File: src/rmg_pkg.sv
// constants for the regulator mode and low-voltage pin register bank
package rmg_pkg;
   // register offsets as printed (register index on the control port)
   localparam logic [5:0] OFS_TIME_OF_DAY = 6'h14;
   localparam logic [5:0] OFS_DAY_COUNT = 6'h16;
   localparam logic [5:0] OFS_BUCK12_MODE = 6'h1c;
   localparam logic [5:0] OFS_BUCK345_MODE = 6'h1d;
   localparam logic [5:0] OFS_LDO_SETTING = 6'h1e;
   localparam logic [5:0] OFS_BOOST_CTRL = 6'h1f;
   localparam logic [5:0] OFS_LDO_ENABLE = 6'h20;
   localparam logic [5:0] OFS_PIN0_CTRL = 6'h21;

   localparam int NUM_REGS = 8;
   typedef logic [23:0] rmg_word_t;
   typedef logic [2:0] rmg_idx_t;

   // storage slots
   localparam rmg_idx_t IDX_BUCK12 = 3'h0;
   localparam rmg_idx_t IDX_BUCK345 = 3'h1;
   localparam rmg_idx_t IDX_LDO_SET = 3'h2;
   localparam rmg_idx_t IDX_BOOST = 3'h3;
   localparam rmg_idx_t IDX_LDO_EN = 3'h4;
   localparam rmg_idx_t IDX_PIN0 = 3'h5;
   localparam rmg_idx_t IDX_TOD = 3'h6;
   localparam rmg_idx_t IDX_DAY = 3'h7;

   // writable bits per slot; other bits read zero except the strap-driven pass-select bits and the pin level bit
   localparam rmg_word_t WR_MASK [NUM_REGS] = '{
      24'hffc0ff, 24'hffffff, 24'h001ff7, 24'h0000ff,
      24'h1df47f, 24'h00fffd, 24'hffffff, 24'h007fff};
   // system reset values
   localparam rmg_word_t RST_VAL [NUM_REGS] = '{
      24'h52804a, 24'h28a28a, 24'h000000, 24'h000048,
      24'h000008, 24'h003808, 24'h000000, 24'h000000};
   // bits kept through system reset, cleared only by the off-reset
   localparam rmg_word_t OFF_MASK [NUM_REGS] = '{
      24'h0c0030, 24'hc30c30, 24'h000000, 24'h000000,
      24'h000000, 24'h000000, 24'h000000, 24'h000000};

   // buck operating-mode field positions (lsb)
   localparam int MODE_W = 4;
   localparam int POS_B1A_MODE = 0;
   localparam int POS_B2_MODE = 14;
   localparam int POS_B3_MODE = 0;
   localparam int POS_B4A_MODE = 6;
   localparam int POS_B4B_MODE = 12;
   localparam int POS_B5_MODE = 18;
   localparam logic [3:0] MODE_AUTO_PULSE_SKIP = 4'ha;
   localparam logic [3:0] MODE_OFF = 4'h0;
   localparam logic [3:0] MODE_RESET = 4'ha;

   // other buck12 / boost fields
   localparam int POS_B1A_HOLD = 4;
   localparam int POS_B1A_USER_OFF = 5;
   localparam int POS_B1_SPEED = 6;
   localparam int POS_B2_SPEED = 20;
   localparam int POS_PLL_EN = 22;
   localparam int POS_PLL_MULT = 23;
   localparam int POS_BOOST_NORMAL = 2;
   localparam int POS_BOOST_STBY = 5;

   // linear regulator enable / standby / pass-select bits
   localparam int NUM_LDO = 5;
   localparam int LDO_EN_POS [NUM_LDO] = '{0, 4, 12, 15, 18};
   localparam int LDO_STBY_POS [NUM_LDO] = '{1, 5, 13, 16, 19};
   localparam int POS_USB_EN = 3;
   localparam int POS_LDO2_PASS = 11;
   localparam int POS_USB_LDO_PASS = 17;
   localparam int STRAP_PASS_BIT = 4;

   // pin control fields
   localparam int POS_PIN_DIR = 0;
   localparam int POS_PIN_DIN = 1;
   localparam int POS_PIN_DOUT = 2;
   localparam int POS_PIN_PIN_DEBOUNCE_SELECT = 4;
   localparam int POS_PIN_IRQ = 6;
   localparam int POS_PIN_PULL_EN = 11;
   localparam int POS_PIN_PULL_SEL = 12;

   // debounce timing
   localparam int PIN_DEBOUNCE_SELECT_STEP_MS = 10;
   localparam int CLOCK_HZ = 50_000_000;
   localparam logic [23:0] PIN_DEBOUNCE_SELECT_STEP_CYCLES = 24'(PIN_DEBOUNCE_SELECT_STEP_MS * (CLOCK_HZ / 1000));

   typedef enum logic [1:0] {
      RMG_IRQ_NONE = 2'b00,
      RMG_IRQ_FALL = 2'b01,
      RMG_IRQ_RISE = 2'b10,
      RMG_IRQ_BOTH = 2'b11
   } rmg_irq_e;
endpackage : rmg_pkg

File: src/rmg_pin_if.sv
// carrier between the register bank and the pin input filter
`timescale 1ns/1ps
interface rmg_pin_if;
   logic raw;
   logic [1:0] pin_debounce_select_sel;
   rmg_pkg::rmg_irq_e irq_sel;
   logic level;
   logic evt;
   modport ctrl (output raw, output pin_debounce_select_sel, output irq_sel, input level, input evt);
   modport filt (input raw, input pin_debounce_select_sel, input irq_sel, output level, output evt);
endinterface : rmg_pin_if

File: src/rmg_regs.sv
// regulator mode, linear regulator, boost and pin 0 control register bank
`timescale 1ns/1ps
// Functional notes
// - startup load reloads every buck mode field; system reset value is 0xA.
// - an enabled buck takes auto pulse-skip for normal and standby.
// - memory-hold and user-off bits default 0, cleared only by off-reset.
// - switcher PLL enable bit 22 resets to 1, multiplier bit 23 to 0.
// - USB supply enable bit 3 resets to 1, forced to 1 on invalid bus supply.
// - both pass-select bits follow strap bit 4: 0 external, 1 internal.
// - a set standby-control bit lets the standby input switch that regulator.
// - direction 1 drives the pin at bit 2 level; direction 0 is input.
// - bit 1 reports the debounced pin level.
// - debounce field 5-4 selects none, 10, 20 or 30 ms.
// - interrupt field 7-6 selects none, falling, rising or both edges.
// - pull enable bit 11 defaults 1, pull select 13-12 defaults 0x3.
// - time-of-day and day registers reset by clock-domain power-on reset only.
module rmg_regs #(
   parameter logic [23:0] DEBOUNCE_STEP_CYCLES = rmg_pkg::PIN_DEBOUNCE_SELECT_STEP_CYCLES
) (
   // clock and resets
   input wire logic i_clock,
   input wire logic i_nrst,
   input wire logic i_off_nrst,
   input wire logic i_global_nrst,
   input wire logic i_clock_domain_por_nrst,
   // register port from the serial control interface
   input wire logic i_wr,
   input wire logic i_rd,
   input wire logic [5:0] i_addr,
   input wire logic [23:0] i_wdata,
   output logic [23:0] o_rdata,
   output logic o_rd_valid,
   // startup sequencer and system status
   input wire logic i_startup_load,
   input wire logic [5:0] i_buck_enabled,
   input wire logic [4:0] i_power_up_mode_strap,
   input wire logic i_vbus_invalid,
   input wire logic i_standby,
   // regulator controls
   output logic [4:0] o_ldo_active,
   output logic o_usb_supply_enable,
   output logic o_switcher_pll_enable,
   output logic o_switcher_pll_multiplier,
   // low-voltage pin 0
   input wire logic i_pin0_in,
   output logic o_pin0_out,
   output logic o_pin0_oe_n,
   output logic o_pin0_event
);
   rmg_pkg::rmg_word_t reg_q [rmg_pkg::NUM_REGS];
   rmg_pkg::rmg_word_t reg_d [rmg_pkg::NUM_REGS];
   logic [23:0] rdata_q;
   logic rd_valid_q;
   logic [4:0] ldo_active_q;
   logic [4:0] ldo_active_d;
   logic pin_out_q;
   logic pin_oe_n_q;
   logic pin_event_q;

   rmg_pin_if pin_bus ();

   // offset to storage slot
   function automatic logic [3:0] slot_of(input logic [5:0] addr);
      case (addr)
         rmg_pkg::OFS_BUCK12_MODE: slot_of = {1'b1, rmg_pkg::IDX_BUCK12};
         rmg_pkg::OFS_BUCK345_MODE: slot_of = {1'b1, rmg_pkg::IDX_BUCK345};
         rmg_pkg::OFS_LDO_SETTING: slot_of = {1'b1, rmg_pkg::IDX_LDO_SET};
         rmg_pkg::OFS_BOOST_CTRL: slot_of = {1'b1, rmg_pkg::IDX_BOOST};
         rmg_pkg::OFS_LDO_ENABLE: slot_of = {1'b1, rmg_pkg::IDX_LDO_EN};
         rmg_pkg::OFS_PIN0_CTRL: slot_of = {1'b1, rmg_pkg::IDX_PIN0};
         rmg_pkg::OFS_TIME_OF_DAY: slot_of = {1'b1, rmg_pkg::IDX_TOD};
         rmg_pkg::OFS_DAY_COUNT: slot_of = {1'b1, rmg_pkg::IDX_DAY};
         default: slot_of = 4'h0;
      endcase
   endfunction : slot_of

   function automatic logic [3:0] startup_mode(input logic enabled);
      startup_mode = enabled ? rmg_pkg::MODE_AUTO_PULSE_SKIP : rmg_pkg::MODE_OFF;
   endfunction : startup_mode

   // bits driven by hardware every cycle must not drop to zero while a reset is held
   function automatic rmg_pkg::rmg_word_t kept_bits(input int i);
      kept_bits = rmg_pkg::OFF_MASK[i];
      if (i == int'(rmg_pkg::IDX_LDO_EN)) begin
         kept_bits[rmg_pkg::POS_LDO2_PASS] = 1'b1;
         kept_bits[rmg_pkg::POS_USB_LDO_PASS] = 1'b1;
      end
      if (i == int'(rmg_pkg::IDX_PIN0)) begin
         kept_bits[rmg_pkg::POS_PIN_DIN] = 1'b1;
      end
   endfunction : kept_bits

   wire [3:0] addr_slot = slot_of(i_addr);
   wire addr_hit = addr_slot[3];
   wire [2:0] addr_idx = addr_slot[2:0];
   wire strap_pass = i_power_up_mode_strap[rmg_pkg::STRAP_PASS_BIT];
   wire [23:0] pin_reg = reg_q[rmg_pkg::IDX_PIN0];
   wire [23:0] ldo_reg = reg_q[rmg_pkg::IDX_LDO_EN];
   wire [23:0] rd_word = addr_hit ? reg_q[addr_idx] : 24'h000000;

   // next value of every slot
   always_comb begin
      for (int i = 0; i < rmg_pkg::NUM_REGS; i++) begin
         reg_d[i] = reg_q[i];
         if (i_wr && addr_hit && addr_idx == 3'(i)) begin
            reg_d[i] = (reg_q[i] & ~rmg_pkg::WR_MASK[i]) | (i_wdata & rmg_pkg::WR_MASK[i]);
         end
      end
      // sequencer load overrides a same-cycle write to the mode fields
      if (i_startup_load) begin
         reg_d[rmg_pkg::IDX_BUCK12][rmg_pkg::POS_B1A_MODE +: 4] = startup_mode(i_buck_enabled[0]);
         reg_d[rmg_pkg::IDX_BUCK12][rmg_pkg::POS_B2_MODE +: 4] = startup_mode(i_buck_enabled[1]);
         reg_d[rmg_pkg::IDX_BUCK345][rmg_pkg::POS_B3_MODE +: 4] = startup_mode(i_buck_enabled[2]);
         reg_d[rmg_pkg::IDX_BUCK345][rmg_pkg::POS_B4A_MODE +: 4] = startup_mode(i_buck_enabled[3]);
         reg_d[rmg_pkg::IDX_BUCK345][rmg_pkg::POS_B4B_MODE +: 4] = startup_mode(i_buck_enabled[4]);
         reg_d[rmg_pkg::IDX_BUCK345][rmg_pkg::POS_B5_MODE +: 4] = startup_mode(i_buck_enabled[5]);
      end
      // invalid bus supply wins over a write of 0
      if (i_vbus_invalid) begin
         reg_d[rmg_pkg::IDX_LDO_EN][rmg_pkg::POS_USB_EN] = 1'b1;
      end
      reg_d[rmg_pkg::IDX_LDO_EN][rmg_pkg::POS_LDO2_PASS] = strap_pass;
      reg_d[rmg_pkg::IDX_LDO_EN][rmg_pkg::POS_USB_LDO_PASS] = strap_pass;
      reg_d[rmg_pkg::IDX_PIN0][rmg_pkg::POS_PIN_DIN] = pin_bus.level;
      if (!i_off_nrst) begin
         reg_d[rmg_pkg::IDX_BUCK12] = reg_d[rmg_pkg::IDX_BUCK12] & ~rmg_pkg::OFF_MASK[0];
         reg_d[rmg_pkg::IDX_BUCK345] = reg_d[rmg_pkg::IDX_BUCK345] & ~rmg_pkg::OFF_MASK[1];
      end
   end

   // standby input only gates regulators whose standby-control bit is set
   always_comb begin
      for (int k = 0; k < rmg_pkg::NUM_LDO; k++) begin
         ldo_active_d[k] = ldo_reg[rmg_pkg::LDO_EN_POS[k]] &
                           ~(ldo_reg[rmg_pkg::LDO_STBY_POS[k]] & i_standby);
      end
   end

   // one process owns the whole array; clock-domain slots ignore system and global reset
   always_ff @(posedge i_clock) begin
      for (int i = 0; i < rmg_pkg::NUM_REGS; i++) begin
         if (i >= int'(rmg_pkg::IDX_TOD)) begin
            reg_q[i] <= i_clock_domain_por_nrst ? reg_d[i] : rmg_pkg::RST_VAL[i];
         end else if (!i_nrst || !i_global_nrst) begin
            reg_q[i] <= (reg_d[i] & kept_bits(i)) | rmg_pkg::RST_VAL[i];
         end else begin
            reg_q[i] <= reg_d[i];
         end
      end
   end

   always_ff @(posedge i_clock) begin
      if (!i_nrst) begin
         rdata_q <= 24'h000000;
         rd_valid_q <= 1'b0;
         ldo_active_q <= 5'h00;
         pin_out_q <= 1'b0;
         pin_oe_n_q <= 1'b1;
         pin_event_q <= 1'b0;
      end else begin
         rdata_q <= i_rd ? rd_word : rdata_q;
         rd_valid_q <= i_rd;
         ldo_active_q <= ldo_active_d;
         pin_out_q <= pin_reg[rmg_pkg::POS_PIN_DOUT];
         pin_oe_n_q <= ~pin_reg[rmg_pkg::POS_PIN_DIR];
         pin_event_q <= pin_bus.evt;
      end
   end

   // pin filter hookup
   assign pin_bus.raw = i_pin0_in;
   assign pin_bus.pin_debounce_select_sel = pin_reg[rmg_pkg::POS_PIN_PIN_DEBOUNCE_SELECT +: 2];
   assign pin_bus.irq_sel = rmg_pkg::rmg_irq_e'(pin_reg[rmg_pkg::POS_PIN_IRQ +: 2]);

   rmg_pin_filter #(
      .STEP_CYCLES(DEBOUNCE_STEP_CYCLES)
   ) u_pin_filter (
      .i_clock(i_clock),
      .i_nrst(i_nrst),
      .pin(pin_bus.filt)
   );

   assign o_rdata = rdata_q;
   assign o_rd_valid = rd_valid_q;
   assign o_ldo_active = ldo_active_q;
   assign o_usb_supply_enable = ldo_reg[rmg_pkg::POS_USB_EN];
   assign o_switcher_pll_enable = reg_q[rmg_pkg::IDX_BUCK12][rmg_pkg::POS_PLL_EN];
   assign o_switcher_pll_multiplier = reg_q[rmg_pkg::IDX_BUCK12][rmg_pkg::POS_PLL_MULT];
   assign o_pin0_out = pin_out_q;
   assign o_pin0_oe_n = pin_oe_n_q;
   assign o_pin0_event = pin_event_q;

   wire [23:0] b12 = reg_q[rmg_pkg::IDX_BUCK12];
endmodule : rmg_regs

File: src/rmg_pin_filter.sv
// debounce and edge detection for low-voltage pin 0
`timescale 1ns/1ps
module rmg_pin_filter #(
   parameter logic [23:0] STEP_CYCLES = rmg_pkg::PIN_DEBOUNCE_SELECT_STEP_CYCLES
) (
   input wire logic i_clock,
   input wire logic i_nrst,
   rmg_pin_if.filt pin
);
   logic level_q;
   logic level_d;
   logic evt_q;
   logic evt_d;
   logic [23:0] cnt_q;
   logic [23:0] cnt_d;
   logic [23:0] limit;
   logic differs;
   logic done;

   // multiply by 0, 1, 2 or 3 with adds only
   function automatic logic [23:0] pin_debounce_select_limit(input logic [1:0] sel, input logic [23:0] step);
      logic [23:0] acc;
      acc = 24'h000000;
      if (sel[0]) acc = step;
      if (sel[1]) acc = 24'(acc + {step[22:0], 1'b0});
      return acc;
   endfunction : pin_debounce_select_limit

   assign limit = pin_debounce_select_limit(pin.pin_debounce_select_sel, STEP_CYCLES);
   assign differs = pin.raw != level_q;
   // count restarts whenever the input bounces back
   assign done = (pin.pin_debounce_select_sel == 2'b00) || (cnt_q + 24'h000001 >= limit);
   assign cnt_d = (differs && !done) ? 24'(cnt_q + 24'h000001) : 24'h000000;
   assign level_d = (differs && done) ? pin.raw : level_q;
   assign evt_d = (level_d != level_q) &&
                  ((pin.irq_sel == rmg_pkg::RMG_IRQ_BOTH) ||
                   (pin.irq_sel == rmg_pkg::RMG_IRQ_RISE && level_d) ||
                   (pin.irq_sel == rmg_pkg::RMG_IRQ_FALL && !level_d));

   always_ff @(posedge i_clock) begin
      if (!i_nrst) begin
         level_q <= 1'b0;
         evt_q <= 1'b0;
         cnt_q <= 24'h000000;
      end else begin
         level_q <= level_d;
         evt_q <= evt_d;
         cnt_q <= cnt_d;
      end
   end

   assign pin.level = level_q;
   assign pin.evt = evt_q;
endmodule : rmg_pin_filter

File: config.mk
export PLATFORM = sky130hd
export DESIGN_NAME = rmg_regs
export DESIGN_NICKNAME = d
export VERILOG_FILES = /design/src/rmg_pkg.sv /design/src/rmg_pin_if.sv /design/src/rmg_regs.sv /design/src/rmg_pin_filter.sv
export SDC_FILE = /design/constraint.sdc
export NUM_CORES = 1
export LEC_CHECK = 0
export BUFFER_PORTS_ARGS = -buffer_cell sky130_fd_sc_hd__buf_2
export CAP_MARGIN = 20
export CORE_MARGIN = 2
export CORE_UTILIZATION = 60
export CTS_BUF_LIST = sky130_fd_sc_hd__clkbuf_8
export CTS_CLUSTER_DIAMETER = 40
export CTS_CLUSTER_SIZE = 40
export DETAILED_ROUTE_END_ITERATION = 12
export PLACE_DENSITY = 0.89
export SYNTH_ARGS = -nofsm -noshare
export SYNTH_HDL_FRONTEND = slang
export SYNTH_SLANG_ARGS = --single-unit
File: constraint.sdc
create_clock -name i_clock -period 5.79 [get_ports i_clock]
set_input_delay 0.2895 -clock i_clock [delete_from_list [all_inputs] [get_ports i_clock]]
set_output_delay 0.2895 -clock i_clock [all_outputs]
set_load 0.05 [all_outputs]
==> results.py <==
metrics = {
    "clock_network": {
        "clockBufferDepth": 2,
        "clock-sinks": 193,
        "cts_buffers": 17,
        "root_buffer": "clkbuf_8",
        "cts_tree": "done",
        "clk_latency_ps": 480,
        "htreeDepth": 4,
        "post_cts_resized": 0,
        "clkTransAtPathRegs_ps": 100,
    },
    "place": {
        "place.gp.congestion": 0.848,
        "post-dp-hpwl_um": 14900,
        "portBuffers": 83,
        "placed_area_um2": 9210,
    },
    "critical_path": {
        "arrival_ps": 4370,
        "slowest_delay_ps": 850,
        "start_kind": "flip-flop",
        "crit_type": "reg -> reg",
        "required_ps": 6200,
        "worstPathMaxFanout": 20,
        "crit_start": "u_pin_filter.cnt_q[2]$_SDFF_PN0_",
        "r2r_slack_ps": 1830,
        "crit_buf_inv": 0,
        "cp-end-kind": "flip-flop",
        "r2r-start": "u_pin_filter.cnt_q[2]$_SDFF_PN0_",
        "crit_family": "simple AND/OR/NAND/NOR gates",
        "path_common_cell": "a21o_1",
        "crit_cells": 12,
        "path_cells": "nand3_2, nor4_1, nand3_1, xnor2_1, ha_1, a21o_1, a21o_1, a21o_1, a211oi_1, nand4_1, or3b_4, nor2b_2",
        "cp-endpoint": "u_pin_filter.cnt_q[14]$_SDFF_PN0_",
        "slowest_stage": "nor4_1",
        "r2r_cells": 12,
        "r2r-end": "u_pin_filter.cnt_q[14]$_SDFF_PN0_",
    },
    "routing": {
        "viasPerCell": 6.17,
        "drt-total-wl_um": 23800,
        "dr.pass1.iters": 6,
        "vias": 7585,
        "drcViolationCount": 0,
        "drt-wirelength-per-cell_um": 19.3,
        "drt_iter0_markers": 1035,
        "antenna_left": 0,
    },
    "timing": {
        "fin_crit_sh_pct": 68.4,
        "maxSlewHeadroom_pct": 32.7,
        "setup_viol": 0,
        "fmax_ghz": 0.252,
        "drv_slew": 0,
        "hold_violations": 0,
        "skew_ps": 13.6,
        "fin_crit_ps": 3960,
        "fin_setup_tns_ps": 0,
        "tightest_slew_ps": 1010,
        "rsz0062_at_grt": "no",
    },
    "floorplanning": {
        "core_area_um2": 14000,
        "die-area_um2": 15500,
        "die_w_um": 124,
        "rows": 43,
        "start_util_pct": 61.9,
        "die_y_um": 124,
        "ioPinCount": 88,
    },
    "power_and_ir_drop": {
        "peakVddDrop_v": 0.000198,
        "leakagePower_nw": 3.75,
        "power_w": 0.00245,
        "powerDensity_nw_per_um2": 255,
    },
    "global_route": {
        "grt_pass1_vias": 7345,
        "grt_max_degree": 49,
        "grt_pass1_wl_um": 37900,
        "track_usage_pct": 30.4,
        "grt_antenna_before_repair": 0,
        "overflow": 0,
    },
    "outcome": {
        "status": "completed",
    },
    "synthesis": {
        "synth_cells": 977,
        "netlist_area_um2": 8690,
        "synth.avg_cell_area_um2": 8.90,
        "synthArstFlopShare_pct": 0,
        "ys.flop_type": "dfxtp_1",
        "synth_cell_types": 65,
        "seq_area_frac_synth_pct": 47.2,
        "yosysWarnings": 0,
        "synth_edf_count": 24,
        "ys_seq_elements": 193,
    },
    "final_layout": {
        "fin_nets": 1106,
        "drive_above_1_share_pct": 15.6,
        "fin_area_um2": 9620,
        "syn2layout_area_growth_pct": 10.6,
        "n_antenna_cell": 0,
    },
    "worst_hold_path": {
        "hp-class": "in -> reg",
    },
    "flow_run": {
        "maxCapViolations": 0,
    },
}
where the power goes:
part           total [W]  internal [W]  switching (W)
sequential       0.00139       0.00138     0.00000908
clock           0.000903      0.000403       0.000500
combinational   0.000162     0.0000526       0.000109
sequential cells by signal (all words and copies together) (netlist names):
register	cells
o_ldo_active	5
o_pin0_event	1
o_pin0_oe_n	1
o_pin0_out	1
o_rd_valid	1
o_rdata	24
reg_q	134
u_pin_filter.cnt_q	24
u_pin_filter.pin.evt	1
u_pin_filter.pin.level	1
cell usage in the layout (no fill, tap or decap), drive strengths merged, types with 3 or more instances in the layout:
master / count
nand3b: 11
a2111oi: 4
a22oi: 9
mux2: 13
conb: 3
a221oi: 4
nor2: 58
edfxtp: 24
nand2: 200
a222oi: 3
nor3: 7
clkinv: 4
inv: 26
a211oi: 7
o221ai: 13
a21oi: 69
xnor2: 10
nand2b: 7
nor2b: 25
a21o: 4
xor2: 12
clkbuf: 18
mux2i: 40
nand3: 23
nand4: 7
and3: 8
a21boi: 27
nor3b: 3
o22ai: 18
dfxtp: 169
o21a: 14
ha: 17
o21ai: 27
and2: 37
buf: 98
routing by layer:
metal | wire length [µm] | GRT usage [%] | share of wire [%]
met1 | 9430 | 40.8 | 40
met4 | 572 | 10.6 | 2.4
met3 | 2730 | 8.51 | 11
met5 | 0 | 0 | 0
met2 | 11000 | 47.3 | 46
logic make-up after synthesis:
family | synth area share [%]
mux | 6.29
xor+xnor | 2.22
flops | 47.2
simple gates | 22.1
fa+ha+maj | 2.45
buf+inv | 3.74
other cells | 0.0431
compound gates | 15.9
cell usage after synthesis, types with 14 or more instances:
library cell | count | area share (%)
ha_1 | 17 | 2.4
and2_1 | 36 | 2.6
a21oi_1 | 69 | 4.0
o21a_1 | 14 | 1.2
clkbuf_1 | 48 | 2.1
o21ai_0 | 26 | 1.5
a21boi_0 | 25 | 2.2
dfxtp_1 | 169 | 39
inv_1 | 19 | 0.82
edfxtp_1 | 24 | 8.3
o22ai_1 | 18 | 1.3
nand2_1 | 200 | 8.6
nand3_1 | 22 | 1.3
nor2_1 | 58 | 2.5
mux2i_1 | 40 | 4.6
timing repair:
item                      CTS  global route
hold endpoints to repair    1             0
hold buffers                1             0
setup buffers               0             0
tightest hold or removal path: stages:
cell and delay (ps):
buf_2 80, nor2_1 40, nand3_1 60
layout make-up:
type	instances	area, µm²
Fill cell	1085	4420
Multi-Input combinational cell	707	4280
Sequential cell	193	4100
Timing Repair Buffer	99	538
Clock buffer	18	248
Tap cell	180	225
Clock inverter	14	156
Inverter	19	71.3
stage by stage:
step           instances  setup slack, ps  util (%)  hold WS (ps)
2_1_floorplan        979             2510         -           317
3_3_place_gp        1197             2050      65.6           373
3_5_place_dp        1197             1910      65.6           375
4_1_cts             1230             1860      68.5          8.33
5_1_grt             1230             1570      68.5          21.7
6_report            1230             1830      68.5          20.6
worst min path at each step:
stage                                                 start                     end  slack, ps  cells after the start
after CTS                                    i_vbus_invalid  reg_q[4][3]$_SDFF_PP1_          8                      3
after global routing                         i_vbus_invalid  reg_q[4][3]$_SDFF_PP1_         20                      3
after detailed placement  u_pin_filter.pin.level$_SDFF_PN0_     reg_q[5][1]$_DFF_P_        370                      0
final                                        i_vbus_invalid  reg_q[4][3]$_SDFF_PP1_         20                      3
after floorplan                    i_power_up_mode_strap[4]    reg_q[4][11]$_DFF_P_        320                      0
after global placement    u_pin_filter.pin.level$_SDFF_PN0_     reg_q[5][1]$_DFF_P_        370                      0
No activity file was read; power rests on OpenSTA's default activity.
